## config.mk

```make
export PLATFORM = sky130hd
export DESIGN_NAME = cac_top
export DESIGN_NICKNAME = d
export VERILOG_FILES = /design/src/common/cac_pkg.sv /design/src/rtl/cac_channel.sv /design/src/rtl/cac_top.sv
export SDC_FILE = /design/constraint.sdc
export NUM_CORES = 1
export LEC_CHECK = 0
export BUFFER_PORTS_ARGS = -buffer_cell sky130_fd_sc_hd__clkbuf_2
export CAP_MARGIN = 20
export CORE_UTILIZATION = 30
export DETAILED_ROUTE_END_ITERATION = 16
export GPL_TIMING_DRIVEN = 0
export HOLD_SLACK_MARGIN = 0.03
export SLEW_MARGIN = 20
export SYNTH_ARGS = -nofsm -noshare
export SYNTH_HDL_FRONTEND = slang
export SYNTH_SLANG_ARGS = --single-unit
export TNS_END_PERCENT = 20
```

## constraint.sdc

```tcl
create_clock -name pclk -period 7.7 [get_ports pclk]
set_clock_uncertainty 0.1 [all_clocks]
set_input_delay 0.385 -clock pclk [delete_from_list [all_inputs] [get_ports pclk]]
set_output_delay 0.385 -clock pclk [all_outputs]
set_load 0.05 [all_outputs]
```

## src/common/cac_pkg.sv

```systemverilog
// shared constants for the comparator array control block
package cac_pkg;

    // ========================================================
    // array shape
    localparam int NCH   = 8;
    localparam int NPAIR = 4;
    localparam int SUT_W = 10;

    // ========================================================
    // register offsets (byte addresses)
    localparam logic [7:0] OFS_CTRL = 8'h00;
    localparam logic [7:0] OFS_SR   = 8'h04;
    localparam logic [7:0] OFS_ISR  = 8'h08;
    localparam logic [7:0] OFS_WIN  = 8'h0C;
    localparam logic [7:0] OFS_CONF = 8'h40;

    // ========================================================
    // field positions
    localparam int CTRL_EN     = 0;
    localparam int CTRL_EVTEN  = 1;
    localparam int CTRL_SOFTWARE_START_BIT = 2;
    localparam int CTRL_EVENT_START_BIT = 3;
    localparam int CTRL_SUT    = 8;
    localparam int SR_CCS      = 0;
    localparam int SR_RDY      = 8;
    localparam int SR_WRDY     = 16;
    localparam int CONF_MODE   = 0;
    localparam int CONF_IE     = 8;

    // ========================================================
    // reset values
    localparam logic [SUT_W-1:0] SUT_RST  = 10'h000;
    localparam logic [1:0]       MODE_RST = 2'h0;
    localparam logic [7:0]       ISR_RST  = 8'h00;
    localparam logic [3:0]       WIN_RST  = 4'h0;

    // ========================================================
    // channel modes
    typedef logic [1:0] cac_mode_t;
    localparam cac_mode_t MODE_OFF = 2'h0;
    localparam cac_mode_t MODE_CM  = 2'h1;
    localparam cac_mode_t MODE_UT  = 2'h2;
    localparam cac_mode_t MODE_ET  = 2'h3;

    // ========================================================
    // comparator clock derived from the bus clock
    localparam int CLK_PERIOD_NS  = 5;
    localparam int COMPARATOR_CLOCK_PERIOD_NS = 20;
    localparam int COMPARATOR_CLOCK_DIV       = COMPARATOR_CLOCK_PERIOD_NS / CLK_PERIOD_NS;

endpackage

```

## src/rtl/cac_channel.sv

```systemverilog
// one comparator channel: startup count, measurement and single-shot control
module cac_channel (
    input  wire logic                    pclk,
    input  wire logic                    presetn,
    input  wire logic                    tick,
    input  wire logic                    active,
    input  wire cac_pkg::cac_mode_t      mode,
    input  wire logic [cac_pkg::SUT_W-1:0] startup_time_field,
    input  wire logic                    start,
    input  wire logic                    raw,
    output logic                         ready,
    output logic                         ccs,
    output logic                         pending,
    output logic                         done
);

    typedef enum logic [1:0] {ST_OFF, ST_STARTUP, ST_RUN} cac_ch_state_t;

    cac_ch_state_t              state;
    cac_ch_state_t              next_state;
    logic [cac_pkg::SUT_W-1:0]  cnt;
    logic [cac_pkg::SUT_W-1:0]  next_cnt;
    logic                       next_ccs;
    logic                       next_pend;
    logic                       next_done;

    // ========================================================
    // next-state logic
    always_comb begin
        next_state = state;
        next_cnt   = cnt;
        next_ccs   = ccs;
        next_pend  = pending | start;
        next_done  = 1'b0;
        if (mode == cac_pkg::MODE_CM) begin
            next_pend = 1'b0;
        end
        case (state)
            ST_OFF: begin
                next_cnt = '0;
                if (active) begin
                    next_state = ST_STARTUP;
                end
            end
            ST_STARTUP: begin
                if (cnt >= startup_time_field) begin
                    next_state = ST_RUN;
                end else if (tick) begin
                    next_cnt = cnt + 1'b1;
                end
            end
            ST_RUN: begin
                // compare only on a comparator clock edge
                if (tick && (mode == cac_pkg::MODE_CM || pending)) begin
                    next_ccs  = raw;
                    next_done = 1'b1;
                    next_pend = start; // a fresh start is kept
                end
            end
            default: next_state = ST_OFF;
        endcase
        // leaving the enabled set drops all channel state
        if (!active) begin
            next_state = ST_OFF;
            next_cnt   = '0;
            next_ccs   = 1'b0;
            next_pend  = 1'b0;
            next_done  = 1'b0; // no comparison is reported while disabled
        end
    end

    // ========================================================
    // state registers
    always_ff @(posedge pclk or negedge presetn) begin
        if (!presetn) begin
            state   <= ST_OFF;
            cnt     <= '0;
            ccs     <= 1'b0;
            pending <= 1'b0;
            done    <= 1'b0;
        end else begin
            state   <= next_state;
            cnt     <= next_cnt;
            ccs     <= next_ccs;
            pending <= next_pend;
            done    <= next_done;
        end
    end

    assign ready = (state == ST_RUN);

endmodule // cac_channel

```

## src/rtl/cac_top.sv

```systemverilog
// comparator array control: apb registers, mode control and status
// Contract
// - window mode pairs channel 2k with 2k+1; normal mode ignores pairing
// - group A input k is channel 2k, group B input k is 2k+1
// - block runs only with global enable; each channel needs a nonzero mode
// - mode 0 off, 1 continuous, 2 software single, 3 event single
// - pairs in window mode coexist with independent normal channels
// - after enabling, count startup time on comparator clock before valid
// - ready flag low during startup, high once output usable
// - window result available only when both pair ready flags are set
// - continuous mode compares each comparator clock edge, tracks current state
// - continuous mode raises events each comparison until mode written zero
// - software start gives exactly one comparison after startup then stops
// - software start bit clears itself when its comparison completes
// - event with trigger enable sets event start bit, one comparison follows
// - event start bit clears itself when its comparison completes
// - with clocks removed in sleep, operation halts and later resumes
// - processor debug halt does not freeze comparisons
// - one combined interrupt request output
// - an event starts all event-mode channels together, others unaffected
// - compare output forced to zero while ready flag is zero
module cac_top (
    input  wire logic                  pclk,
    input  wire logic                  presetn,
    input  wire logic [7:0]            paddr,
    input  wire logic                  psel,
    input  wire logic                  penable,
    input  wire logic                  pwrite,
    input  wire logic [31:0]           pwdata,
    output logic                       pready,
    output logic [31:0]                prdata,
    output logic                       pslverr,
    input  wire logic [3:0]            group_a_result,
    input  wire logic [3:0]            group_b_result,
    input  wire logic                  peripheral_event,
    input  wire logic                  sleep_clock_off,
    output logic [cac_pkg::NCH-1:0]    comparator_enable,
    output logic [cac_pkg::NCH-1:0]    compare_output,
    output logic [cac_pkg::NPAIR-1:0]  window_ready,
    output logic [cac_pkg::NCH-1:0]    compare_done,
    output logic                       irq
);

    localparam int NCH = cac_pkg::NCH;
    localparam int DW  = $clog2(cac_pkg::COMPARATOR_CLOCK_DIV);

    logic                      en;
    logic                      evten;
    logic                      software_start_bit;
    logic                      event_start_bit;
    logic [cac_pkg::SUT_W-1:0] startup_time_field;
    cac_pkg::cac_mode_t        mode [NCH];
    logic [NCH-1:0]            ie;
    logic [3:0]                win;
    logic [NCH-1:0]            isr;
    logic [DW-1:0]             div;
    logic                      next_en;
    logic                      next_evten;
    logic                      next_software_start_bit;
    logic                      next_event_start_bit;
    logic [cac_pkg::SUT_W-1:0] next_sut;
    cac_pkg::cac_mode_t        next_mode [NCH];
    logic [NCH-1:0]            next_ie;
    logic [3:0]                next_win;
    logic [NCH-1:0]            next_isr;
    logic [DW-1:0]             next_div;
    logic [31:0]               next_prdata;
    logic                      tick;
    logic                      wr;
    logic                      hit;
    logic                      software_start_bit_go;
    logic                      event_start_bit_go;
    logic [NCH-1:0]            raw;
    logic [NCH-1:0]            active;
    logic [NCH-1:0]            is_ut;
    logic [NCH-1:0]            is_et;
    logic [NCH-1:0]            start;
    logic [NCH-1:0]            rdy;
    logic [NCH-1:0]            ccs;
    logic [NCH-1:0]            pend;
    logic [NCH-1:0]            done;

    // ========================================================
    // comparator clock enable
    // sleep stops the divider; every channel simply waits, keeping its
    // state, and carries on when the clock returns
    // halt and resume
    always_comb begin
        next_div = div;
        if (!sleep_clock_off) begin
            next_div = tick ? '0 : div + 1'b1;
        end
    end
    assign tick = !sleep_clock_off && (div == DW'(cac_pkg::COMPARATOR_CLOCK_DIV - 1));
    // no debug input: a debug halt never freezes comparisons, only sleep does

    always_ff @(posedge pclk or negedge presetn) begin
        if (!presetn) begin
            div <= '0;
        end else begin
            div <= next_div;
        end
    end

    // ========================================================
    // channel array
    assign wr        = psel && penable && pwrite;
    assign software_start_bit_go = wr && (paddr == cac_pkg::OFS_CTRL) && en
                       && pwdata[cac_pkg::CTRL_SOFTWARE_START_BIT];
    assign event_start_bit_go = peripheral_event && en && evten;

    genvar g;
    generate
        for (g = 0; g < NCH; g++) begin : g_ch
            // even channels from group A, odd from group B
            if (g % 2 == 0) begin : g_a
                assign raw[g] = group_a_result[g/2];
            end else begin : g_b
                assign raw[g] = group_b_result[g/2];
            end
            assign active[g] = en && (mode[g] != cac_pkg::MODE_OFF);
            assign is_ut[g]  = (mode[g] == cac_pkg::MODE_UT);
            assign is_et[g]  = (mode[g] == cac_pkg::MODE_ET);
            assign start[g]  = (is_ut[g] && software_start_bit_go) || (is_et[g] && event_start_bit_go);
            assign compare_output[g] = ccs[g] && rdy[g];
            cac_channel u_ch (
                .pclk    (pclk),
                .presetn (presetn),
                .tick    (tick),
                .active  (active[g]),
                .mode    (mode[g]),
                .startup_time_field     (startup_time_field),
                .start   (start[g]),
                .raw     (raw[g]),
                .ready   (rdy[g]),
                .ccs     (ccs[g]),
                .pending (pend[g]),
                .done    (done[g])
            );
        end
        for (g = 0; g < cac_pkg::NPAIR; g++) begin : g_pair
            // pair g is channels 2g and 2g+1, only in window mode
            assign window_ready[g] = win[g] && rdy[2*g] && rdy[2*g+1];
        end
    endgenerate

    // each pair switches to window mode on its own
    assign comparator_enable = active;
    assign compare_done      = done;

    // ========================================================
    // register file next values
    always_comb begin
        next_en     = en;
        next_evten  = evten;
        next_sut    = startup_time_field;
        next_ie     = ie;
        next_win    = win;
        next_mode   = mode;
        next_isr    = isr & ~(wr && paddr == cac_pkg::OFS_ISR ? pwdata[NCH-1:0] : '0);
        // clear once no software single is outstanding
        next_software_start_bit = software_start_bit && (|(pend & is_ut));
        // clear once no event single is outstanding
        next_event_start_bit = event_start_bit && (|(pend & is_et));
        if (wr && paddr == cac_pkg::OFS_CTRL) begin
            next_en    = pwdata[cac_pkg::CTRL_EN];
            next_evten = pwdata[cac_pkg::CTRL_EVTEN];
            next_sut   = pwdata[cac_pkg::CTRL_SUT +: cac_pkg::SUT_W];
        end
        if (wr && paddr == cac_pkg::OFS_WIN) begin
            next_win = pwdata[3:0];
        end
        for (int i = 0; i < NCH; i++) begin
            if (wr && paddr == cac_pkg::OFS_CONF + 8'(4*i)) begin
                next_mode[i] = pwdata[cac_pkg::CONF_MODE +: 2];
                next_ie[i]   = pwdata[cac_pkg::CONF_IE];
            end
        end
        if (software_start_bit_go) begin
            next_software_start_bit = 1'b1;
        end
        if (event_start_bit_go) begin
            next_event_start_bit = 1'b1;
        end
        // sticky comparison flags, set wins over clear
        next_isr = next_isr | done;
        if (!en) begin
            next_software_start_bit = 1'b0;
            next_event_start_bit = 1'b0;
        end
    end

    assign irq = |(isr & ie);

    // ========================================================
    // apb decode and read data, zero wait states
    always_comb begin
        hit = (paddr == cac_pkg::OFS_CTRL) || (paddr == cac_pkg::OFS_SR)
              || (paddr == cac_pkg::OFS_ISR) || (paddr == cac_pkg::OFS_WIN)
              || (paddr >= cac_pkg::OFS_CONF && paddr < cac_pkg::OFS_CONF + 8'h20
                  && paddr[1:0] == 2'h0);
        next_prdata = prdata;
        if (psel && !penable) begin
            next_prdata = 32'h0000_0000;
            case (paddr)
                cac_pkg::OFS_CTRL: begin
                    next_prdata[cac_pkg::CTRL_EN]     = en;
                    next_prdata[cac_pkg::CTRL_EVTEN]  = evten;
                    next_prdata[cac_pkg::CTRL_SOFTWARE_START_BIT] = software_start_bit;
                    next_prdata[cac_pkg::CTRL_EVENT_START_BIT] = event_start_bit;
                    next_prdata[cac_pkg::CTRL_SUT +: cac_pkg::SUT_W] = startup_time_field;
                end
                cac_pkg::OFS_SR: begin
                    next_prdata[cac_pkg::SR_CCS +: NCH] = compare_output;
                    next_prdata[cac_pkg::SR_RDY +: NCH] = rdy;
                    next_prdata[cac_pkg::SR_WRDY +: 4]  = window_ready;
                end
                cac_pkg::OFS_ISR: next_prdata[NCH-1:0] = isr;
                cac_pkg::OFS_WIN: next_prdata[3:0]     = win;
                default: begin
                    for (int i = 0; i < NCH; i++) begin
                        if (paddr == cac_pkg::OFS_CONF + 8'(4*i)) begin
                            next_prdata[cac_pkg::CONF_MODE +: 2] = mode[i];
                            next_prdata[cac_pkg::CONF_IE]        = ie[i];
                        end
                    end
                end
            endcase
        end
    end

    assign pready  = 1'b1;
    assign pslverr = psel && penable && !hit; // unmapped answers with error

    // ========================================================
    // register storage
    always_ff @(posedge pclk or negedge presetn) begin
        if (!presetn) begin
            en     <= 1'b0;
            evten  <= 1'b0;
            software_start_bit <= 1'b0;
            event_start_bit <= 1'b0;
            startup_time_field    <= cac_pkg::SUT_RST;
            ie     <= '0;
            win    <= cac_pkg::WIN_RST;
            isr    <= cac_pkg::ISR_RST;
            prdata <= 32'h0000_0000;
            for (int i = 0; i < NCH; i++) begin
                mode[i] <= cac_pkg::MODE_RST;
            end
        end else begin
            en     <= next_en;
            evten  <= next_evten;
            software_start_bit <= next_software_start_bit;
            event_start_bit <= next_event_start_bit;
            startup_time_field    <= next_sut;
            ie     <= next_ie;
            win    <= next_win;
            isr    <= next_isr;
            prdata <= next_prdata;
            mode   <= next_mode;
        end
    end

    // helper: comparator clock edges seen during channel 0 startup
    logic [cac_pkg::SUT_W:0] ticks0;
    always_ff @(posedge pclk or negedge presetn) begin
        if (!presetn) begin
            ticks0 <= '0;
        end else if (!active[0]) begin
            ticks0 <= '0;
        end else if (tick && !rdy[0]) begin
            ticks0 <= ticks0 + 1'b1;
        end
    end
endmodule // cac_top

```

# Word level (Yosys, flattened, before mapping)
# Index checks and enable logic that the tools add are counted.
[word_totals] reg_bits=192 latch_bits=0 ramBits=0 mem_bits_ro=0 in_bits=55 output_inout_bits=63 word_cells=511 n_memories=0
[op_classes] add_sub_neg=9 mul=0 n_div=0 magnitude_cmp=10 n_eq_ne=108 shifts=0 mux=164 n_bitwise=14 reduce_logical=141
[op_table] cell="10-bit two-way mux" count=24
[op_table] cell="10-bit one-hot mux with 2 select lines" count=8
[op_table] cell="3-bit != test (second input constant)" count=31
[op_table] cell="1-bit two-way mux" count=92
[op_table] cell="10-bit by 1-bit adder with 10-bit output (second input constant)" count=8
[op_table] cell="10-bit >= comparator" count=8
[op_table] cell="1-bit logical AND" count=72
[op_table] cell="8-bit by 7-bit equality test with 1-bit output (second input constant)" count=8
[op_table] cell="2-bit two-way mux" count=26
[op_table] cell="2-bit equality test (second input constant)" count=25
[op_table] cell="2-bit != test (second input constant)" count=24
[op_table] cell="2-bit one-hot mux with 3 select lines" count=8
[op_table] cell="8-bit AND" count=4
[op_table] cell="2-bit by 1-bit equality test with 1-bit output (second input constant)" count=16
[op_table] cell="2-bit AND reduction" count=16
[op_table] cell="3-bit AND reduction" count=8
[op_table] cell="8-bit OR reduction" count=3
[op_table] cell="1-bit logical OR" count=20
[op_table] cell="2-bit zero test" count=9
[op_table] cell="9-bit one-hot mux with 2 select lines" count=1
[op_table] cell="8-bit by 4-bit equality test with 1-bit output (second input constant)" count=2
[op_table] cell="2-bit one-hot mux with 4 select lines" count=2
[op_table] cell="2-bit nonzero test" count=8
[op_table] cell="8-bit by 3-bit equality test with 1-bit output (second input constant)" count=1
[op_table] cell="other kinds (13)" count=22

# Depth between registers and ports, before layout
# Gate-level depths: netlist (run 1).
[logic_depth] depth_word=12 ltp_mapped=9 mapped_depth_nobuf=8

# Modules after synthesis
# From an unflattened synthesis (run 1), not the netlist that was laid out.
[unflattened] hier_cells=1346 area_unflattened_um2=12286.8
[by_module_without_submodules] mod="cac_channel" instances=8 cells_per_inst=123 area_each_um2=1049.8 seq_area_each_um2=375.4
[by_module_without_submodules] mod="cac_top" instances=1 cells_per_inst=362 area_each_um2=3888.7 seq_area_each_um2=1801.7

# Least setup slack after synthesis (run 1)
# No wires, ideal clock.
[synth_timing] kind="reg-to-reg" from="reg startup_time_field[9] in the netlist's numbering" to="reg g_ch[2].u_ch.cnt[3] in the netlist's numbering" setup_ps=66 arrival_ps=2420 required_time_ps=7534 slack_ps=5114 stages_incl_launch_ff=9 n_path_buf=0 synth_period_minus_slack_ps=2586 path_cell_list="dfrtp_1 -> inv_1 -> ha_1 -> a2111o_1 -> a211oi_2 -> o21ai_2 -> a211o_1 -> or4_1 -> nand2_1"
[synth_between] elab_chain_cells=3
[synth_lines] item="start: declaration" line_no="cac_top.sv:51" rtl="logic [cac_pkg::SUT_W-1:0] startup_time_field;"
[synth_lines] item="start signal: assignment" line_no="cac_top.sv:243" rtl="startup_time_field <= cac_pkg::SUT_RST;"
[synth_lines] item="start signal: assignment" line_no="cac_top.sv:256" rtl="startup_time_field <= next_sut;"
[synth_lines] item="10-bit >= comparator" line_no="cac_channel.sv:46" rtl="if (cnt >= startup_time_field) begin"
[synth_lines] item="3-bit != test (no line)"
[synth_lines] item="3-bit AND reduction (no line)"
[synth_lines] item="end signal: assignment" line_no="cac_channel.sv:83" rtl="cnt <= next_cnt;"
[synth_lines] item="end: declaration" line_no="cac_channel.sv:21" rtl="logic [cac_pkg::SUT_W-1:0] cnt;"
# Every way passes these cells.
# A chain may end at the register's enable or synchronous reset.

# Final worst setup path (run 1)
[layout_timing] from="reg startup_time_field[9] in the netlist's numbering" to="reg g_ch[2].u_ch.cnt[8] in the netlist's numbering"
# The elaborated chain is that of the path after synthesis.

==> results of run 1 <==
==> how the worst min path moves through the flow <==
stage	start	end	slack [ns]	cells after the start
2_1_floorplan	presetn	div[0]	-0.01	0
4_1_cts	group_a_result[0]	g_ch[0].u_ch.ccs	0.06	3
3_5_place_dp	presetn	isr[6]	0.18	1
6_report	group_a_result[0]	g_ch[0].u_ch.ccs	0.07	3
5_1_grt	pwdata[4]	isr[4]	0.09	3
3_3_place_gp	g_ch[2].u_ch.done	isr[2]	0.34	1
==> cells in the mapped netlist, drive strengths merged, types with 20 or more instances <==
master  instances
ha             89
and2           20
nand4          24
or3            25
inv            40
nor2           78
a21oi          56
nor2b          23
o211ai         22
buf            40
mux2i          22
dfrtp         192
clkbuf         34
and3           36
nand3          44
mux2           44
nand2         118
a22oi          25
o21ai          85
==> registers in the layout, summed over array words and instances, names as in the netlist <==
register / flops
prdata: 20
g_ch.u_ch.ccs: 8
software_start_bit: 1
evten: 1
g_ch.u_ch.state: 16
win: 4
g_ch.u_ch.done: 8
event_start_bit: 1
div: 2
g_ch.u_ch.cnt: 80
startup_time_field: 10
g_ch.u_ch.pending: 8
mode: 16
ie: 8
en: 1
isr: 8
==> cell families (layout without fill, tap and decap cells) <==
logic type	Yosys count	in the layout	share of synthesized area, %
buffers and inverters	114	237	4.60
AOI/OAI and AO/OA	324	324	18.5
and+or+nand+nor	442	442	19.3
adders and majority gates	89	89	9.42
muxes	68	68	6.43
xor gates and xnor gates	14	14	1.04
other	2	13	0.0635
DFF	192	192	40.6
==> stage by stage <==
stage	power (W)	cell area (sq um)
floorplan	0.00114	11900
global placement	0.00122	13000
detailed placement	0.00122	13000
CTS	0.00217	13700
global route	0.00222	13700
finish	0.00214	13700
==> power breakdown <==
| part | internal [W] | total [W] | switching (W) |
|---|---|---|---|
| registers | 0.00102 | 0.00102 | 0.00000823 |
| logic | 0.0000483 | 0.000179 | 0.000130 |
| clock network | 0.000451 | 0.000942 | 0.000490 |
==> routing by layer <==
| metal | routed length (um) | up-vias | GRT usage (%) | part of all wire (%) |
|---|---|---|---|---|
| li1 | - | 4842 | - | - |
| met1 | 16600 | 5099 | 25.4 | 47 |
| met2 | 16000 | 265 | 26.8 | 45 |
| met3 | 1730 | 45 | 2.53 | 4.9 |
| met4 | 911 | 2 | 6.27 | 2.6 |
| met5 | 11 | - | 0 | 0.031 |
==> layout make-up <==
class                           instances  share of cell area [%]
Buffer                                 74                    2.89
Multi-Input combinational cell        950                    47.7
Tap cell                              518                    4.75
Inverter                               40                    1.10
Sequential cell                       192                    35.2
Clock buffer                           17                    3.11
Clock inverter                         15                    1.49
Timing Repair Buffer                   91                    3.77
==> critical path, stage by stage (launching register included) <==
cell and delay, ns:
sky130_fd_sc_hd__dfrtp_1 0.40, sky130_fd_sc_hd__inv_1 0.43, sky130_fd_sc_hd__ha_1 0.34, sky130_fd_sc_hd__a2111o_1 0.45
sky130_fd_sc_hd__a211oi_2 0.24, sky130_fd_sc_hd__o21ai_2 0.12, sky130_fd_sc_hd__a211oi_2 0.56, sky130_fd_sc_hd__nand4_1 0.22
sky130_fd_sc_hd__mux2i_1 0.16
==> reports/summary.md, run 1 <==
### Power
* power density over cell area: 157 mW/mm^2
* leakage power: 6.26 nW
* Max rail drop VDD: 0.000159 V

### Worst setup path
* FF-to-FF Start: startup_time_field[9]
* R2R setup slack: 4.55 ns
* type of the worst setup path: flip-flop to flip-flop
* maximum fanout along the worst path: 10
* Setup crit end kind: flip-flop
* end of the worst register-to-register path: g_ch[2].u_ch.cnt[8]
* kind of start point of the critical path: flip-flop
* worst path arrival time: 3.39 ns
* cells on worst reg2reg path: 8
* Worst Setup SP: startup_time_field[9]
* capturing element of the worst setup path: g_ch[2].u_ch.cnt[8]
* CP required: 7.94 ns

### CTS
* post-CTS setup buffer count: 0
* post-cts gate resize count: 0
* number of clock sinks: 192
* cts-stage hold buffer count: 1
* number of clock buffers inserted by TritonCTS: 17
* CTS clock-pin slew for the worst setup and hold paths: 0.08 ns
* total number of H-tree levels: 4
* clock root cell: sky130_fd_sc_hd__clkbuf_16
* CTS max path bufs: 2
* CTS tree: built
* later-pin clock latency in the skew report: 0.46 ns

### Die
* horizontal die dimension: 201 um
* top-level I/O count: 118
* core area: 0.0387 sq mm
* floorplan die area: 0.0402 sq mm
* number of rows created at floorplan: 72
* die boundary height: 201 um
* effective utilization at floorplan: 30.5%

### Detailed routing
* number of iterations in the first detailed-routing pass: 5
* drc violations: 0
* total number of vias: 10.3k
* total wire length: 35,300 um
* DRC marker count from the first detailed-route iteration: 670
* DRT antenna net count: 0
* WL per Instance: 18.6 um
* Vias per Instance: 5.40

### GRT
* vias in the first global route: 9,508
* number of antenna violations at the first check in global routing: 1
* wire length of the first global-routing pass: 55,500 um
* aggregate global routing overflow: 0
* total track usage: 17.6%
* maximum number of pins on one net before global-route repair: 88

### Logic synthesis
* synthesized area: 0.0118 sq mm
* biggest area contributors in the synthesized netlist: sky130_fd_sc_hd__dfrtp_1 41%, sky130_fd_sc_hd__ha_1 9.4%, sky130_fd_sc_hd__mux2_2 4.2%
* top flip-flop cell by instance count after synthesis: sky130_fd_sc_hd__dfrtp_1
* distinct cell type count after synthesis: 75
* mean cell area of the mapped netlist: 9.50 sq um
* Post-Syn Instances: 1,245
* top-area cell type share of the netlist area: 40.6%
* Warnings, synthesis: 0
* asr flop ratio synth: 100%
* number of flops mapped to enable cells by yosys: 0
* cell type contributing the most total cell area after synthesis: sky130_fd_sc_hd__dfrtp_1
* flip-flop and latch count after synthesis: 192
* register area share after synthesis: 40.6%

### Placed design
* dpl cells: 1,864
* HPWL after DPL: 26,000 um
* worst setup timing slack at the placement stage: 4.61 ns
* final RePlAce weighted congestion: 0.956
* count of buffers inserted at the top-level ports: 88

### Cells and area
* fraction of final layout cells sized beyond drive strength 1: 16.2%
* final layout net count: 1,510
* filler-free cell count of the finished design: 1,897
* most common library cell in the layout ignoring fill and taps: sky130_fd_sc_hd__dfrtp_1
* area occupied by multi-input gates: 0.00652 sq mm
* flip-flop and latch area: 0.00480 sq mm
* diode count: 0
* commonest cells after routing, fill and taps aside: 192 x sky130_fd_sc_hd__dfrtp_1, 118 x sky130_fd_sc_hd__nand2_1, 89 x sky130_fd_sc_hd__ha_1
* final core utilization: 35.3%
* layout-stage area growth over the synthesis result: 15.5%
* number of inserted filler cells in the final layout: 3,959

### Timing
* Final TNS setup: 0 ns
* worst hold slack after final layout: 0.0717 ns
* worst-case headroom to the max-slew limit: 39.9%
* Finish-stage setup viols: 0
* total count of max-transition violations in the final report: 0
* actual slew at the worst max-slew pin: 0.896 ns
* share of the clock period used by the worst path after layout: 40.9%
* highest clock rate: 317 MHz
* final hold violations: 0
* clock period minus final worst setup slack: 3.15 ns
* slack of the critical path: 4.55 ns
* RSZ-0062 raised after global routing: false

### Hold path
* Min-Delay Path Class: input port to flip-flop

### Job
* number of max-cap violations: 0

### Status
* status: finished, final reports clean

Power figures use the tool's default switching activity.
==> inputs of run 2 (changes only) <==
==> constraint.sdc (replaced) <==
create_clock -name pclk -period 3.1 [get_ports pclk]
set_clock_uncertainty 0.1 [all_clocks]
set_input_delay 0.155 -clock pclk [delete_from_list [all_inputs] [get_ports pclk]]
set_output_delay 0.155 -clock pclk [all_outputs]
set_load 0.05 [all_outputs]
==> run 2 against run 1 <==
Effect of this change: largest power group unchanged; non-clock buffer count is 40 higher; flip-flop and latch count stayed put; clock-buffer cell count unchanged; worst setup slack worse by 4.4 ns; clock power is 150% higher; design area grew 3.1%; die area stayed put; combinational power increased to 2.7 times the previous value.
==> reports/summary.md, run 2 (same netlist as run 1, synthesis figures left out) <==
### Status
* status: finished, final reports clean

### Cells and area
* number of inserted filler cells in the final layout: 3,947
* number of flip-flops in the largest register: 80
* filler-free cell count of the finished design: 1,938
* biggest regs: g_ch.u_ch.cnt (80), prdata (20)
* final layout net count: 1,550
* most common library cell in the layout ignoring fill and taps: sky130_fd_sc_hd__dfrtp_1
* commonest cells after routing, fill and taps aside: 191 x sky130_fd_sc_hd__dfrtp_1, 118 x sky130_fd_sc_hd__nand2_1, 89 x sky130_fd_sc_hd__ha_1
* register name with the most flops: g_ch.u_ch.cnt
* layout-stage area growth over the synthesis result: 19.0%
* fraction of final layout cells sized beyond drive strength 1: 17.1%

### Worst setup path
* kind of start point of the critical path: flip-flop
* R2R setup slack: 0.12 ns
* CP required: 3.39 ns
* critical-path cell list: clkinvlp_4 > buf_4 > ha_1 > a2111o_1 > a211oi_2 > o21ai_2 > a211o_1 > or4_1 > nand2_1
* Setup crit end kind: flip-flop
* delay-heaviest family, CP: compound AO/OA/AOI/OAI gates
* buffers plus inverters on the worst setup path: 2
* maximum fanout along the worst path: 9
* worst path arrival time: 3.27 ns
* type of the worst setup path: flip-flop to flip-flop
* CP max-delay cell: sky130_fd_sc_hd__or4_1
* CP peak stage delay: 0.50 ns

### Timing
* RSZ-0062 raised after global routing: false
* total count of max-transition violations in the final report: 0
* actual slew at the worst max-slew pin: 0.865 ns
* final hold violations: 0
* highest clock rate: 336 MHz
* worst-case headroom to the max-slew limit: 41.9%
* worst hold slack after final layout: 0.105 ns
* clock period minus final worst setup slack: 2.98 ns
* share of the clock period used by the worst path after layout: 96.1%
* Finish-stage setup viols: 0

### GRT
* M1 GR Usage: 25.6%
* M3 GR Usage: 2.40%
* met2 Usage GRT: 27.1%
* number of antenna violations at the first check in global routing: 1
* maximum number of pins on one net before global-route repair: 88
* vias in the first global route: 9,636
* total track usage: 17.8%
* Top Usage Layer GRT: met2
* aggregate global routing overflow: 0
* wire length of the first global-routing pass: 55,900 um

### Detailed routing
* total wire length: 35,700 um
* number of iterations in the first detailed-routing pass: 5
* drc violations: 0
* DRC marker count from the first detailed-route iteration: 677
* DRT antenna net count: 0
* Vias per Instance: 5.37
* total number of vias: 10.4k
* WL per Instance: 18.4 um

### Power
* Max rail drop VDD: 0.000396 V
* power density over cell area: 381 mW/mm^2
* leakage power: 6.43 nW

### CTS
* CTS tree: built
* total number of H-tree levels: 4
* number of clock buffers inserted by TritonCTS: 17
* CTS clock-pin slew for the worst setup and hold paths: 0.08 ns
* clock root cell: sky130_fd_sc_hd__clkbuf_16
* CTS max path bufs: 2
* later-pin clock latency in the skew report: 0.46 ns
* number of clock sinks: 192

### Die
* top-level I/O count: 118
* number of rows created at floorplan: 72
* floorplan die area: 0.0402 sq mm
* effective utilization at floorplan: 30.5%
* core area: 0.0387 sq mm
* horizontal die dimension: 201 um
* die boundary height: 201 um

### Placed design
* final RePlAce weighted congestion: 0.956
* dpl cells: 1,864
* count of buffers inserted at the top-level ports: 88
* HPWL after DPL: 26,000 um

### Hold path
* Min-Delay Path Class: input port to flip-flop

### Job
* number of max-cap violations: 0

## run 2: cell types whose count changed in the layout (fill, tap and decap cells not counted), moves of 2 or more
cell                            change
sky130_fd_sc_hd__dlygate4sd3_1     +29
sky130_fd_sc_hd__buf_4             +11
sky130_fd_sc_hd__clkinvlp_4         +3
sky130_fd_sc_hd__inv_1              -3
sky130_fd_sc_hd__a21oi_1            -2
sky130_fd_sc_hd__a21oi_2            +2
## run 2: where the power goes
group / total [W] / internal [W] / switching, W
registers: 0.00254 / 0.00252 / 0.0000208
logic: 0.000485 / 0.000150 / 0.000335
clock network: 0.00234 / 0.00112 / 0.00122
total: 0.00536 / 0.00379 / 0.00157
## run 2: through the flow
stage	total power [W]	cell area (sq um)	utilization [%]	TNS (ns)	worst slack [ns]
after floorplan	0.00283	11900	-	0	0.514
after CTS	0.00542	14000	36.0	0	0.00283
after global placement	0.00302	13000	33.4	-407.41	-2.14
final	0.00536	14100	36.3	0	0.120
after global routing	0.00556	14100	36.3	0	0.00280
after detailed placement	0.00304	13000	33.6	0	0.0129
## run 2: routing by layer
metal	share of wire [%]	wire (um)
met1	48	17000
met2	45	16200
met3	4.3	1520
met4	2.7	968
met5	0	0
## run 2: repair_timing
item | in CTS | in global routing
setup endpoints to repair | 1 | 49
pin swaps | 0 | 1
hold buffers | 30 | 0
gates resized for setup | 2 | 9
buffers inserted | 0 | 11
endpoints found under the hold margin | 147 | 0
## run 2: layout make-up
cell class / instances / area (sq um) / area share [%]
antenna: 1 / 2.50 / 0.0178
buffer: 74 / 395 / 2.81
clock buffer: 17 / 425 / 3.02
clock inverter: 15 / 204 / 1.45
inverter: 40 / 161 / 1.15
multi-input combinational: 950 / 6540 / 46.5
sequential: 192 / 4810 / 34.1
tap: 518 / 648 / 4.61
timing repair buffer: 131 / 887 / 6.30
## run 2: tightest hold or removal path, stage by stage
cell	delay [ns]
sky130_fd_sc_hd__clkbuf_2	0.11
sky130_fd_sc_hd__nor4_2	0.06
sky130_fd_sc_hd__nand2_1	0.13
sky130_fd_sc_hd__mux2_2	0.17
## run 2: path summary, 6_finish.rpt
kind                            cells after the start                  start             endpoint
worst max-delay path                                9  startup_time_field[9]  g_ch[2].u_ch.cnt[4]
worst min-delay path                                4               paddr[0]             mode[14]
worst max register to register                      9  startup_time_field[9]  g_ch[2].u_ch.cnt[4]
worst min register to register                      1      g_ch[3].u_ch.done               isr[3]
max in group asynchronous                           5                presetn  g_ch[2].u_ch.cnt[2]
min in group asynchronous                           3                presetn               isr[2]
